`config.mk`:
```
export PLATFORM = sky130hd
export DESIGN_NAME = bzm_top
export DESIGN_NICKNAME = d
export VERILOG_FILES = /design/src/bzm_pkg.sv /design/src/bzm_tone_gen.sv /design/src/bzm_top.sv
export SDC_FILE = /design/constraint.sdc
export NUM_CORES = 1
export LEC_CHECK = 0
export BUFFER_PORTS_ARGS = -buffer_cell sky130_fd_sc_hd__clkbuf_2
export CAP_MARGIN = 20
export CELL_PAD_IN_SITES_DETAIL_PLACEMENT = 0
export CELL_PAD_IN_SITES_GLOBAL_PLACEMENT = 2
export CORE_MARGIN = 2
export CORE_UTILIZATION = 31
export DETAILED_ROUTE_END_ITERATION = 10
export GPL_TIMING_DRIVEN = 0
export PLACE_DENSITY = 0.85
export SYNTH_ARGS = -nofsm -noshare
export SYNTH_HDL_FRONTEND = slang
export SYNTH_SLANG_ARGS = --single-unit
```
`constraint.sdc`:
```
create_clock -name clk_sys -period 3.2 [get_ports clk_sys]
set_clock_uncertainty 0.05 [all_clocks]
set_input_delay 0.16 -clock clk_sys [delete_from_list [all_inputs] [get_ports clk_sys]]
set_output_delay 0.16 -clock clk_sys [all_outputs]
set_load 0.02 [all_outputs]
```
`src/bzm_pkg.sv`:
```
/*
  constants shared by the buzzer and melody tone generator.
  assumes a single system clock of 50 mhz and an active low asynchronous reset.
*/
`default_nettype none
package bzm_pkg;
  localparam int CLK_PERIOD_NS = 20;
  // one millisecond expressed in ns, the smallest time unit step
  localparam int TIME_STEP_NS = 1000000;
  localparam int MS_CYCLES = (TIME_STEP_NS + CLK_PERIOD_NS - 1) / CLK_PERIOD_NS;
  // tone base divides; the tone counter runs at half the base period for a 50 percent duty square
  localparam int BASE_DIV_LO = 32;
  localparam int BASE_DIV_HI = 64;
  localparam int HALF_DIV_LO = BASE_DIV_LO / 2;
  localparam int HALF_DIV_HI = BASE_DIV_HI / 2;
  localparam int PRE_W = 5;
  localparam int TONE_DIV_W = 12;
  localparam int TIME_W = 8;
  localparam int UNIT_SEL_W = 2;
  localparam int UNIT_W = 3;
  // time unit select encodings
  localparam logic [UNIT_SEL_W-1:0] UNIT_1MS = 2'h0;
  localparam logic [UNIT_SEL_W-1:0] UNIT_2MS = 2'h1;
  localparam logic [UNIT_SEL_W-1:0] UNIT_4MS = 2'h2;
  localparam logic [UNIT_SEL_W-1:0] UNIT_8MS = 2'h3;
  // reset values
  localparam logic [TIME_W-1:0] TIME_RST = 8'h00;
  localparam logic [TONE_DIV_W-1:0] DIV_RST = 12'h000;

  typedef enum logic [2:0] {
    BZM_IDLE,
    BZM_A_TONE,
    BZM_A_PAUSE,
    BZM_B_TONE,
    BZM_B_PAUSE
  } bzm_state_t;
endpackage
`default_nettype wire

```
`src/bzm_tone_gen.sv`:
```
/*
  tone square wave generator: prescale by half the base divide, then by divisor plus one.
  assumes run, base_sel and divisor come from logic on clk_sys.
*/
`timescale 1ns/1ps
`default_nettype none
module bzm_tone_gen
  import bzm_pkg::*;
#(
  parameter int DIV_W = TONE_DIV_W
) (
  input wire logic clk_sys,
  input wire logic rst_b,
  input wire logic run,
  input wire logic base_sel,
  input wire logic [DIV_W-1:0] divisor,
  output var logic tone_r
);
  logic [PRE_W-1:0] pre_r;
  logic [DIV_W-1:0] div_r;
  logic [PRE_W-1:0] pre_term;
  logic half_tick;

  // toggling every divisor+1 half base periods gives base/(divisor+1) with even duty
  assign pre_term = base_sel ? PRE_W'(HALF_DIV_HI - 1) : PRE_W'(HALF_DIV_LO - 1);
  assign half_tick = (pre_r == pre_term);

  always_ff @(posedge clk_sys or negedge rst_b) begin
    if (!rst_b) begin
      pre_r <= '0;
    end else if (!run || half_tick) begin
      pre_r <= '0;
    end else begin
      pre_r <= pre_r + PRE_W'(1);
    end
  end

  always_ff @(posedge clk_sys or negedge rst_b) begin
    if (!rst_b) begin
      div_r <= '0;
      tone_r <= 1'b0;
    end else if (!run) begin
      div_r <= '0;
      tone_r <= 1'b0;
    end else if (half_tick) begin
      if (div_r >= divisor) begin
        div_r <= '0;
        tone_r <= ~tone_r;
      end else begin
        div_r <= div_r + DIV_W'(1);
      end
    end
  end
endmodule
`default_nettype wire

```
`src/bzm_top.sv`:
```
/*
  buzzer and melody controller: two note buffers, sequencer, time unit base,
  power window timer and buzzer pin driver.
  assumes every control input is driven by logic on clk_sys; start, clear
  inputs are one-cycle pulses from a register write.
*/
`timescale 1ns/1ps
`default_nettype none
module bzm_top
  import bzm_pkg::*;
#(
  parameter int MS_COUNT = MS_CYCLES
) (
  input wire logic clk_sys,
  input wire logic rst_b,
  input wire logic [TONE_DIV_W-1:0] note_a_tone_divisor,
  input wire logic [TIME_W-1:0] note_a_duration,
  input wire logic [TIME_W-1:0] note_a_pause,
  input wire logic [TONE_DIV_W-1:0] note_b_tone_divisor,
  input wire logic [TIME_W-1:0] note_b_duration,
  input wire logic [TIME_W-1:0] note_b_pause,
  input wire logic [TIME_W-1:0] power_window_length,
  input wire logic [UNIT_SEL_W-1:0] time_unit_select,
  input wire logic tone_base_select,
  input wire logic buzzer_enable,
  input wire logic buzzer_invert,
  input wire logic note_a_end_flag_en,
  input wire logic note_b_end_flag_en,
  input wire logic note_a_start_cmd,
  input wire logic note_b_start_cmd,
  input wire logic note_a_end_flag_clr,
  input wire logic note_b_end_flag_clr,
  input wire logic power_window_flag_clr,
  output var logic buzzer_out_r,
  output var logic buzzer_power_on_r,
  output var logic note_a_pending_r,
  output var logic note_b_pending_r,
  output logic note_a_busy,
  output logic note_b_busy,
  output var logic note_a_end_flag_r,
  output var logic note_b_end_flag_r,
  output var logic power_window_expired_flag_r
);
  localparam int MS_W = $clog2(MS_COUNT + 1);

  bzm_state_t state_r;
  bzm_state_t state_nxt;
  logic [MS_W-1:0] ms_r;
  logic [UNIT_W-1:0] unit_r;
  logic ms_tick;
  logic unit_tick;
  logic [TIME_W-1:0] cnt_r;
  logic [TIME_W-1:0] cnt_nxt;
  logic cnt_load;
  logic [TIME_W-1:0] pw_cnt_r;
  logic a_done;
  logic b_done;
  logic tone_run;
  logic tone_level;
  logic [TONE_DIV_W-1:0] tone_div;

  // last ms count of one unit step for each time unit code
  function automatic logic [UNIT_W-1:0] unit_span(input logic [UNIT_SEL_W-1:0] code);
    case (code)
      UNIT_1MS: unit_span = 3'h0;
      UNIT_2MS: unit_span = 3'h1;
      UNIT_4MS: unit_span = 3'h3;
      UNIT_8MS: unit_span = 3'h7;
      default: unit_span = 3'h0;
    endcase
  endfunction

  // free running base: the first unit of a note may be short by up to one unit
  assign ms_tick = (ms_r == MS_W'(MS_COUNT - 1));
  assign unit_tick = ms_tick && (unit_r >= unit_span(time_unit_select));

  always_ff @(posedge clk_sys or negedge rst_b) begin
    if (!rst_b) begin
      ms_r <= '0;
    end else if (ms_tick) begin
      ms_r <= '0;
    end else begin
      ms_r <= ms_r + MS_W'(1);
    end
  end

  always_ff @(posedge clk_sys or negedge rst_b) begin
    if (!rst_b) begin
      unit_r <= '0;
    end else if (unit_tick) begin
      unit_r <= '0;
    end else if (ms_tick) begin
      unit_r <= unit_r + UNIT_W'(1);
    end
  end

  // a note finishes when its pause reaches zero
  assign a_done = (state_r == BZM_A_PAUSE) && (cnt_r == TIME_RST);
  assign b_done = (state_r == BZM_B_PAUSE) && (cnt_r == TIME_RST);

  // start wins over the self clear so a restart at completion is kept
  always_ff @(posedge clk_sys or negedge rst_b) begin
    if (!rst_b) begin
      note_a_pending_r <= 1'b0;
      note_b_pending_r <= 1'b0;
    end else begin
      note_a_pending_r <= note_a_start_cmd || (note_a_pending_r && !a_done);
      note_b_pending_r <= note_b_start_cmd || (note_b_pending_r && !b_done);
    end
  end

  always_comb begin
    state_nxt = state_r;
    cnt_load = 1'b0;
    cnt_nxt = cnt_r;
    case (state_r)
      BZM_IDLE: begin
        if (note_a_pending_r) begin
          state_nxt = BZM_A_TONE;
          cnt_load = 1'b1;
          cnt_nxt = note_a_duration;
        end else if (note_b_pending_r) begin
          state_nxt = BZM_B_TONE;
          cnt_load = 1'b1;
          cnt_nxt = note_b_duration;
        end
      end
      BZM_A_TONE: begin
        if (cnt_r == TIME_RST) begin
          state_nxt = BZM_A_PAUSE;
          cnt_load = 1'b1;
          cnt_nxt = note_a_pause;
        end
      end
      BZM_A_PAUSE: begin
        if (cnt_r == TIME_RST) begin
          if (note_b_pending_r) begin
            state_nxt = BZM_B_TONE;
            cnt_load = 1'b1;
            cnt_nxt = note_b_duration;
          end else if (note_a_start_cmd) begin
            state_nxt = BZM_A_TONE;
            cnt_load = 1'b1;
            cnt_nxt = note_a_duration;
          end else begin
            state_nxt = BZM_IDLE;
          end
        end
      end
      BZM_B_TONE: begin
        if (cnt_r == TIME_RST) begin
          state_nxt = BZM_B_PAUSE;
          cnt_load = 1'b1;
          cnt_nxt = note_b_pause;
        end
      end
      BZM_B_PAUSE: begin
        if (cnt_r == TIME_RST) begin
          if (note_a_pending_r) begin
            state_nxt = BZM_A_TONE;
            cnt_load = 1'b1;
            cnt_nxt = note_a_duration;
          end else if (note_b_start_cmd) begin
            state_nxt = BZM_B_TONE;
            cnt_load = 1'b1;
            cnt_nxt = note_b_duration;
          end else begin
            state_nxt = BZM_IDLE;
          end
        end
      end
      default: begin
        state_nxt = BZM_IDLE;
      end
    endcase
  end

  always_ff @(posedge clk_sys or negedge rst_b) begin
    if (!rst_b) begin
      state_r <= BZM_IDLE;
    end else begin
      state_r <= state_nxt;
    end
  end

  always_ff @(posedge clk_sys or negedge rst_b) begin
    if (!rst_b) begin
      cnt_r <= TIME_RST;
    end else if (cnt_load) begin
      cnt_r <= cnt_nxt;
    end else if (unit_tick && (cnt_r != TIME_RST)) begin
      cnt_r <= cnt_r - TIME_W'(1);
    end
  end

  assign note_a_busy = (state_r == BZM_A_TONE) || (state_r == BZM_A_PAUSE);
  assign note_b_busy = (state_r == BZM_B_TONE) || (state_r == BZM_B_PAUSE);

  // one shared generator; the idle buffer's settings may change freely
  assign tone_run = (state_r == BZM_A_TONE) || (state_r == BZM_B_TONE);
  assign tone_div = (state_r == BZM_B_TONE) ? note_b_tone_divisor : note_a_tone_divisor;

  bzm_tone_gen #(
    .DIV_W(TONE_DIV_W)
  ) u_tone (
    .clk_sys(clk_sys),
    .rst_b(rst_b),
    .run(tone_run),
    .base_sel(tone_base_select),
    .divisor(tone_div),
    .tone_r(tone_level)
  );

  // pin sits at its inactive level outside the tone phase
  always_ff @(posedge clk_sys or negedge rst_b) begin
    if (!rst_b) begin
      buzzer_out_r <= 1'b0;
    end else begin
      buzzer_out_r <= (buzzer_enable && tone_run && tone_level) ^ buzzer_invert;
    end
  end

  always_ff @(posedge clk_sys or negedge rst_b) begin
    if (!rst_b) begin
      note_a_end_flag_r <= 1'b0;
      note_b_end_flag_r <= 1'b0;
    end else begin
      note_a_end_flag_r <= (a_done && note_a_end_flag_en) || (note_a_end_flag_r && !note_a_end_flag_clr);
      note_b_end_flag_r <= (b_done && note_b_end_flag_en) || (note_b_end_flag_r && !note_b_end_flag_clr);
    end
  end

  // power window restarts on every start command
  always_ff @(posedge clk_sys or negedge rst_b) begin
    if (!rst_b) begin
      pw_cnt_r <= TIME_RST;
      buzzer_power_on_r <= 1'b0;
    end else if (note_a_start_cmd || note_b_start_cmd) begin
      pw_cnt_r <= power_window_length;
      buzzer_power_on_r <= 1'b1;
    end else if (buzzer_power_on_r) begin
      if (pw_cnt_r == TIME_RST) begin
        buzzer_power_on_r <= 1'b0;
      end else if (unit_tick) begin
        pw_cnt_r <= pw_cnt_r - TIME_W'(1);
      end
    end
  end

  always_ff @(posedge clk_sys or negedge rst_b) begin
    if (!rst_b) begin
      power_window_expired_flag_r <= 1'b0;
    end else begin
      power_window_expired_flag_r <= (buzzer_power_on_r && (pw_cnt_r == TIME_RST) && !note_a_start_cmd
        && !note_b_start_cmd) || (power_window_expired_flag_r && !power_window_flag_clr);
    end
  end
endmodule
`default_nettype wire
```
==> Word-level counts from Yosys, hierarchy flattened <==
Cells that the tools add are included.
{ "word_totals": {"ff_bits": 63, "in_bits": 78, "out_inout_bits": 9} }
{ "classes": {"n_addsub": 6, "n_lt_le_gt_ge": 2, "n_eq_ne": 25, "muxes": 54, "bitwise": 2, "reduce_logical": 48} }
{ "op_table": {"columns": ["op", "n"], "rows": [
  ["$mux 8", 16],
  ["$mux 12", 4],
  ["$pmux 8 s5", 1],
  ["$mux 3", 8],
  ["$add 16x1->16 const B", 1],
  ["$eq 16x16->1 const B", 1],
  ["$logic_and 1x1->1", 16],
  ["$logic_not 8->1", 2],
  ["$mux 1", 16],
  ["$mux 16", 1],
  ["$sub 8x1->8 const B", 2],
  ["$pmux 3 s5", 1],
  ["$add 12x1->12 const B", 1],
  ["$ge 12x12->1", 1],
  ["$ne 3x3->1 const B", 4],
  ["$ne 4x4->1 const B", 3],
  ["$pmux 3 s4", 1],
  ["$logic_or 1x1->1", 10],
  ["$mux 5", 2],
  ["$reduce_and 9->1", 1],
  ["$logic_not 1->1", 8],
  ["$ne 2x2->1 const B", 4],
  ["$reduce_bool 2->1", 4],
  ["$reduce_bool 8->1", 1],
  ["other kinds (22)", 28]
]} }

==> Longest topological paths before layout <==
{ "depth": {"ltp_word": 8, "ltp_mapped": 12, "ltp_nobuf": 9} }

==> Cells and area by module <==
From an unflattened synthesis, not the netlist that was laid out.
{ "hier_totals": {"hier_cells": 461, "hier_area_um2": 4370.4} }
{ "by_module_without_submodules": {"columns": ["module", "instances", "cells_each", "area_each_um2"], "rows": [
  ["bzm_top", 1, 321, 3072.9],
  ["bzm_tone_gen", 1, 140, 1297.5]
]} }

==> Least setup slack after synthesis <==
Ideal clock, no wire load.
{ "synth_timing": {"kind": "register to register", "from": "register state_r[2]", "to": "register u_tone.div_r[7]", "setup_time_ns": 0.104, "arrival_ns": 2.810, "path_slack_ns": 0.236, "path_stages_with_launch": 12, "n_path_buf": 2, "period_less_slack_ns": 2.964, "path_cell_list": "dfrtp_1 nor2b_1 clkbuf_1 nand2_1 mux2_2 ha_1 nand2b_1 a2111oi_2 o31a_1 buf_4 nand3_2 o311ai_1"} }
{ "synth_between": {"elab_chain_cells": 6} }
{ "synth_rtl": {"columns": ["item", "line_no", "source"], "rows": [
  ["from (decl)", "bzm_top.sv:46", "bzm_state_t state_r;"],
  ["from (signal assigned)", "bzm_top.sv:182", "state_r <= state_nxt;"],
  ["$eq 3x2->1", "bzm_top.sv:200, bzm_top.sv:201", null],
  ["$mux 12", "bzm_top.sv:201", "assign tone_div = (state_r == BZM_B_TONE) ? note_b_tone_divisor : note_a_tone_divisor;"],
  ["$ge 12x12->1", "bzm_tone_gen.sv:46", "if (div_r >= divisor) begin"],
  ["$mux 12", "bzm_tone_gen.sv:46", null],
  ["$mux 12", "bzm_tone_gen.sv:45", "end else if (half_tick) begin"],
  ["$mux 12", "bzm_tone_gen.sv:42", "end else if (!run) begin"],
  ["to (signal assigned)", "bzm_tone_gen.sv:50", "div_r <= div_r + DIV_W'(1);"],
  ["to (decl)", "bzm_tone_gen.sv:20", "logic [DIV_W-1:0] div_r;"]
]} }
Several ways; a longest one is shown, not always the timed one. The select of a mux whose other input is x is not followed.
A chain may end at the register's enable or synchronous reset.

==> Final worst setup path <==
{ "layout_timing": {"from": "register state_r[0]", "to": "register u_tone.div_r[11]"} }
Same word-level chain as after synthesis.

==> metrics.yaml <==
yosys:
  synth_top_area_share: 0.374
  synth_fp_nets: 538
  yosys-top-cells-area: "dfrtp_1 37%, mux2i_1 6.9%, ha_1 6.5%, xnor2_1 4.6%, nor2_1 3.4%"
  syn_inst: 438
  synth-async-reset-ratio: 1.00
  synth-seq-cells: 63
  synth_enable_flop_cells: 0
  seq_area_frac_synth: 0.374
  syn-cell-area_um2: 4210
  synth_cell_types: 63
  synth_top_area_cell: "dfrtp_1"
  yosys_warnings: 0
  ys.flop_type: "dfrtp_1"
  synth.avg_cell_area_um2: 9.62
critical_path:
  slowest_delay_ns: 0.39
  critPathArrivalTime_ns: 3.18
  cp_max_fo: 10
  reg2reg_depth: 11
  cp_num_buf_inv: 2
  crit_type: "reg -> reg"
  cp-end-kind: "register"
  crit_cells: 11
  path_cells: "nor2b_2, clkbuf_8, nand2_2, mux2_2, ha_1, nand2b_1, a2111oi_4, o31a_1, buf_4, nand3_4, o31ai_1"
  timing.rr.start: "state_r[0]$_DFFE_PN0P_"
  cp_top_family: "compound AO/OA/AOI/OAI gates"
  startpoint: "state_r[0]$_DFFE_PN0P_"
  crit_slowest_cell: "dfrtp_1"
  start_kind: "register"
  cp.required_ns: 3.38
sta:
  finalSetupViolations: 0
  rsz0062_at_grt: "no"
  slew_viol_final: 0
  fin_crit_sh: 0.939
  hold_violations: 0
  max_freq_mhz: 333
  slew_headroom: 0.479
  min_period_ns: 3.01
  worstMarginPinSlew_ns: 0.776
die:
  rows: 42
  die_h_um: 121
  coreArea_um2: 13200
  die_w_um: 121
  ios: 87
  die-area_um2: 14500
  start_util: 0.318
placement:
  routabilityCongestion: 0.819
  post_dp_cell_area_um2: 4890
  numPortBuffers: 86
  dp_hpwl_um: 8300
detailed_routing:
  post_drt_wl_per_cell_um: 15.2
  ant_nets: 0
  drtIter0Drc: 177
  drcViolationCount: 0
  vias: 3647
  wl_um: 11000
  vias_per_cell: 5.04
  drtPass1Iterations: 4
final_layout:
  drive_gt1_frac: 0.269
  antennaDiodeCount: 0
  post-route-util: 0.402
  final_nets: 642
  stdcell_area_um2: 5330
  n_fill_cell: 1353
  syn_to_final_growth_pct: 26.5
clock_tree:
  cts_sinks: 63
  cts.path.max_buffers: 2
  clkTransAtPathRegs_ns: 0.06
  insertion_delay_ns: 0.33
  clockRootBuffer: "clkbuf_16"
  numCtsBuffers: 9
  cts_tree: "built"
  cts_max_level: 3
global_route:
  grt_max_degree: 37
  grt_pass1_wl_um: 18200
  antenna_found_initial: 0
  grt_pass1_vias: 3812
  grt_use_total: 0.157
  grt_overflow_total: 0
power:
  p_per_area_nw_per_um2: 427
  peakVddDrop_uv: 235
  p_leak_uw: 0.00241
min_path:
  worstHoldPathCells: 2
  min_path_type: "in -> reg"
  hold_start: "power_window_length[1]"
status:
  status: "finished, final reports clean"
job:
  maxCapViolations: 0
metal layers:
metal | track usage | vias up | wire length, µm
met3 | 0.0354 | 11 | 514
li1 | - | 1821 | -
met5 | 0 | - | 0
met4 | 0.0494 | 0 | 153
met2 | 0.262 | 99 | 5070
met1 | 0.202 | 1716 | 5220
stage by stage:
stage	instances	setup TNS, ns	setup slack, ns	hold slack (ns)	power (µW)
after detailed placement	701	-5.06	-0.569	0.102	1180
after CTS	723	0	0.0171	0.0129	2300
after global routing	723	0	0.0168	0.0176	2390
after global placement	700	-4.52	-0.525	0.298	1170
final	723	0	0.194	0.0171	2280
after floorplan	438	0	0.236	-0.186	1060
where the power goes:
group          internal (µW)  switching, µW  leakage [µW]
Sequential               833           41.6      0.000787
Combinational            155            161       0.00146
Clock                    707            379      0.000155
Total                   1690            582       0.00241
cell usage after synthesis, drive strengths merged (3+ instances only):
| master | count |
|---|---|
| ha | 22 |
| or3 | 5 |
| xor2 | 10 |
| o41ai | 3 |
| a31oi | 6 |
| and4bb | 3 |
| xnor2 | 22 |
| clkbuf | 9 |
| nand4 | 7 |
| a21oi | 16 |
| nor2b | 3 |
| buf | 8 |
| a21o | 4 |
| o31ai | 3 |
| o21ai | 15 |
| nand3 | 20 |
| o22ai | 7 |
| nor3 | 7 |
| nor2 | 38 |
| nand2 | 36 |
| a211oi | 3 |
| o2bb2ai | 3 |
| nand2b | 7 |
| dfrtp | 63 |
| inv | 17 |
| and2 | 6 |
| o221ai | 7 |
| and3 | 7 |
| nor4 | 13 |
| o211ai | 3 |
| o21a | 4 |
| mux2i | 29 |
| mux2 | 8 |
| o31a | 3 |
final timing paths:
path                       slack [ns]                            to
max                              0.19  u_tone.div_r[11]$_DFFE_PN0N_
min                              0.02       pw_cnt_r[1]$_DFFE_PN0P_
max reg2reg                      0.19  u_tone.div_r[11]$_DFFE_PN0N_
min reg2reg                      0.41     u_tone.pre_r[0]$_DFF_PN0_
max in group asynchronous        2.28          cnt_r[7]$_DFFE_PN0P_
min in group asynchronous        0.28            ms_r[15]$_DFF_PN0_
state kept, by name, indices dropped and copies added, names as in the netlist:
register                     count
power_window_expired_flag_r      1
buzzer_out_r                     1
unit_r                           3
u_tone.tone_r                    1
state_r                          3
u_tone.div_r                    12
cnt_r                            8
note_a_pending_r                 1
buzzer_power_on_r                1
note_b_end_flag_r                1
note_a_end_flag_r                1
note_b_pending_r                 1
u_tone.pre_r                     5
pw_cnt_r                         8
ms_r                            16
cell usage in the layout (no fill, tap or decap), drive strengths merged, types with 4 or more instances in the layout:
cell	n
a21o	4
a21oi	16
a31oi	6
and2	6
and3	7
buf	10
clkbuf	104
dfrtp	63
dlygate4sd3	6
ha	22
inv	18
mux2	8
mux2i	29
nand2	36
nand2b	7
nand3	20
nand4	7
nor2	38
nor3	7
nor4	13
o21a	4
o21ai	15
o221ai	7
o22ai	7
or3	5
xnor2	22
xor2	10
logic make-up (layout without fill, tap and decap cells):
kind of cell | after synthesis | count (layout) | synth area share
simple gates | 163 | 163 | 0.218
compound gates | 87 | 87 | 0.149
flops | 63 | 63 | 0.374
fa+ha+maj | 22 | 22 | 0.0653
mux | 37 | 37 | 0.0903
xor+xnor | 32 | 32 | 0.0665
buf+inv | 34 | 143 | 0.0368
layout make-up:
cell class              count  area (µm²)  area share
multi-input cells         341        2510       0.472
clock buffers              10         239      0.0448
clock inverters             6        92.6      0.0174
plain buffers              16         100      0.0188
flip-flops and latches     63        1580       0.296
inverters                  17        63.8      0.0120
repair buffers             94         520      0.0977
well taps                 176         220      0.0413
what timing repair did:
action,4_1_cts,5_1_grt
setup endpoints to repair,13,13
buffers inserted,1,0
hold buffers,6,0
pin swaps,1,0
hold endpoints to repair,31,0
resized for setup,4,7
Power figures use the tool's default switching activity.
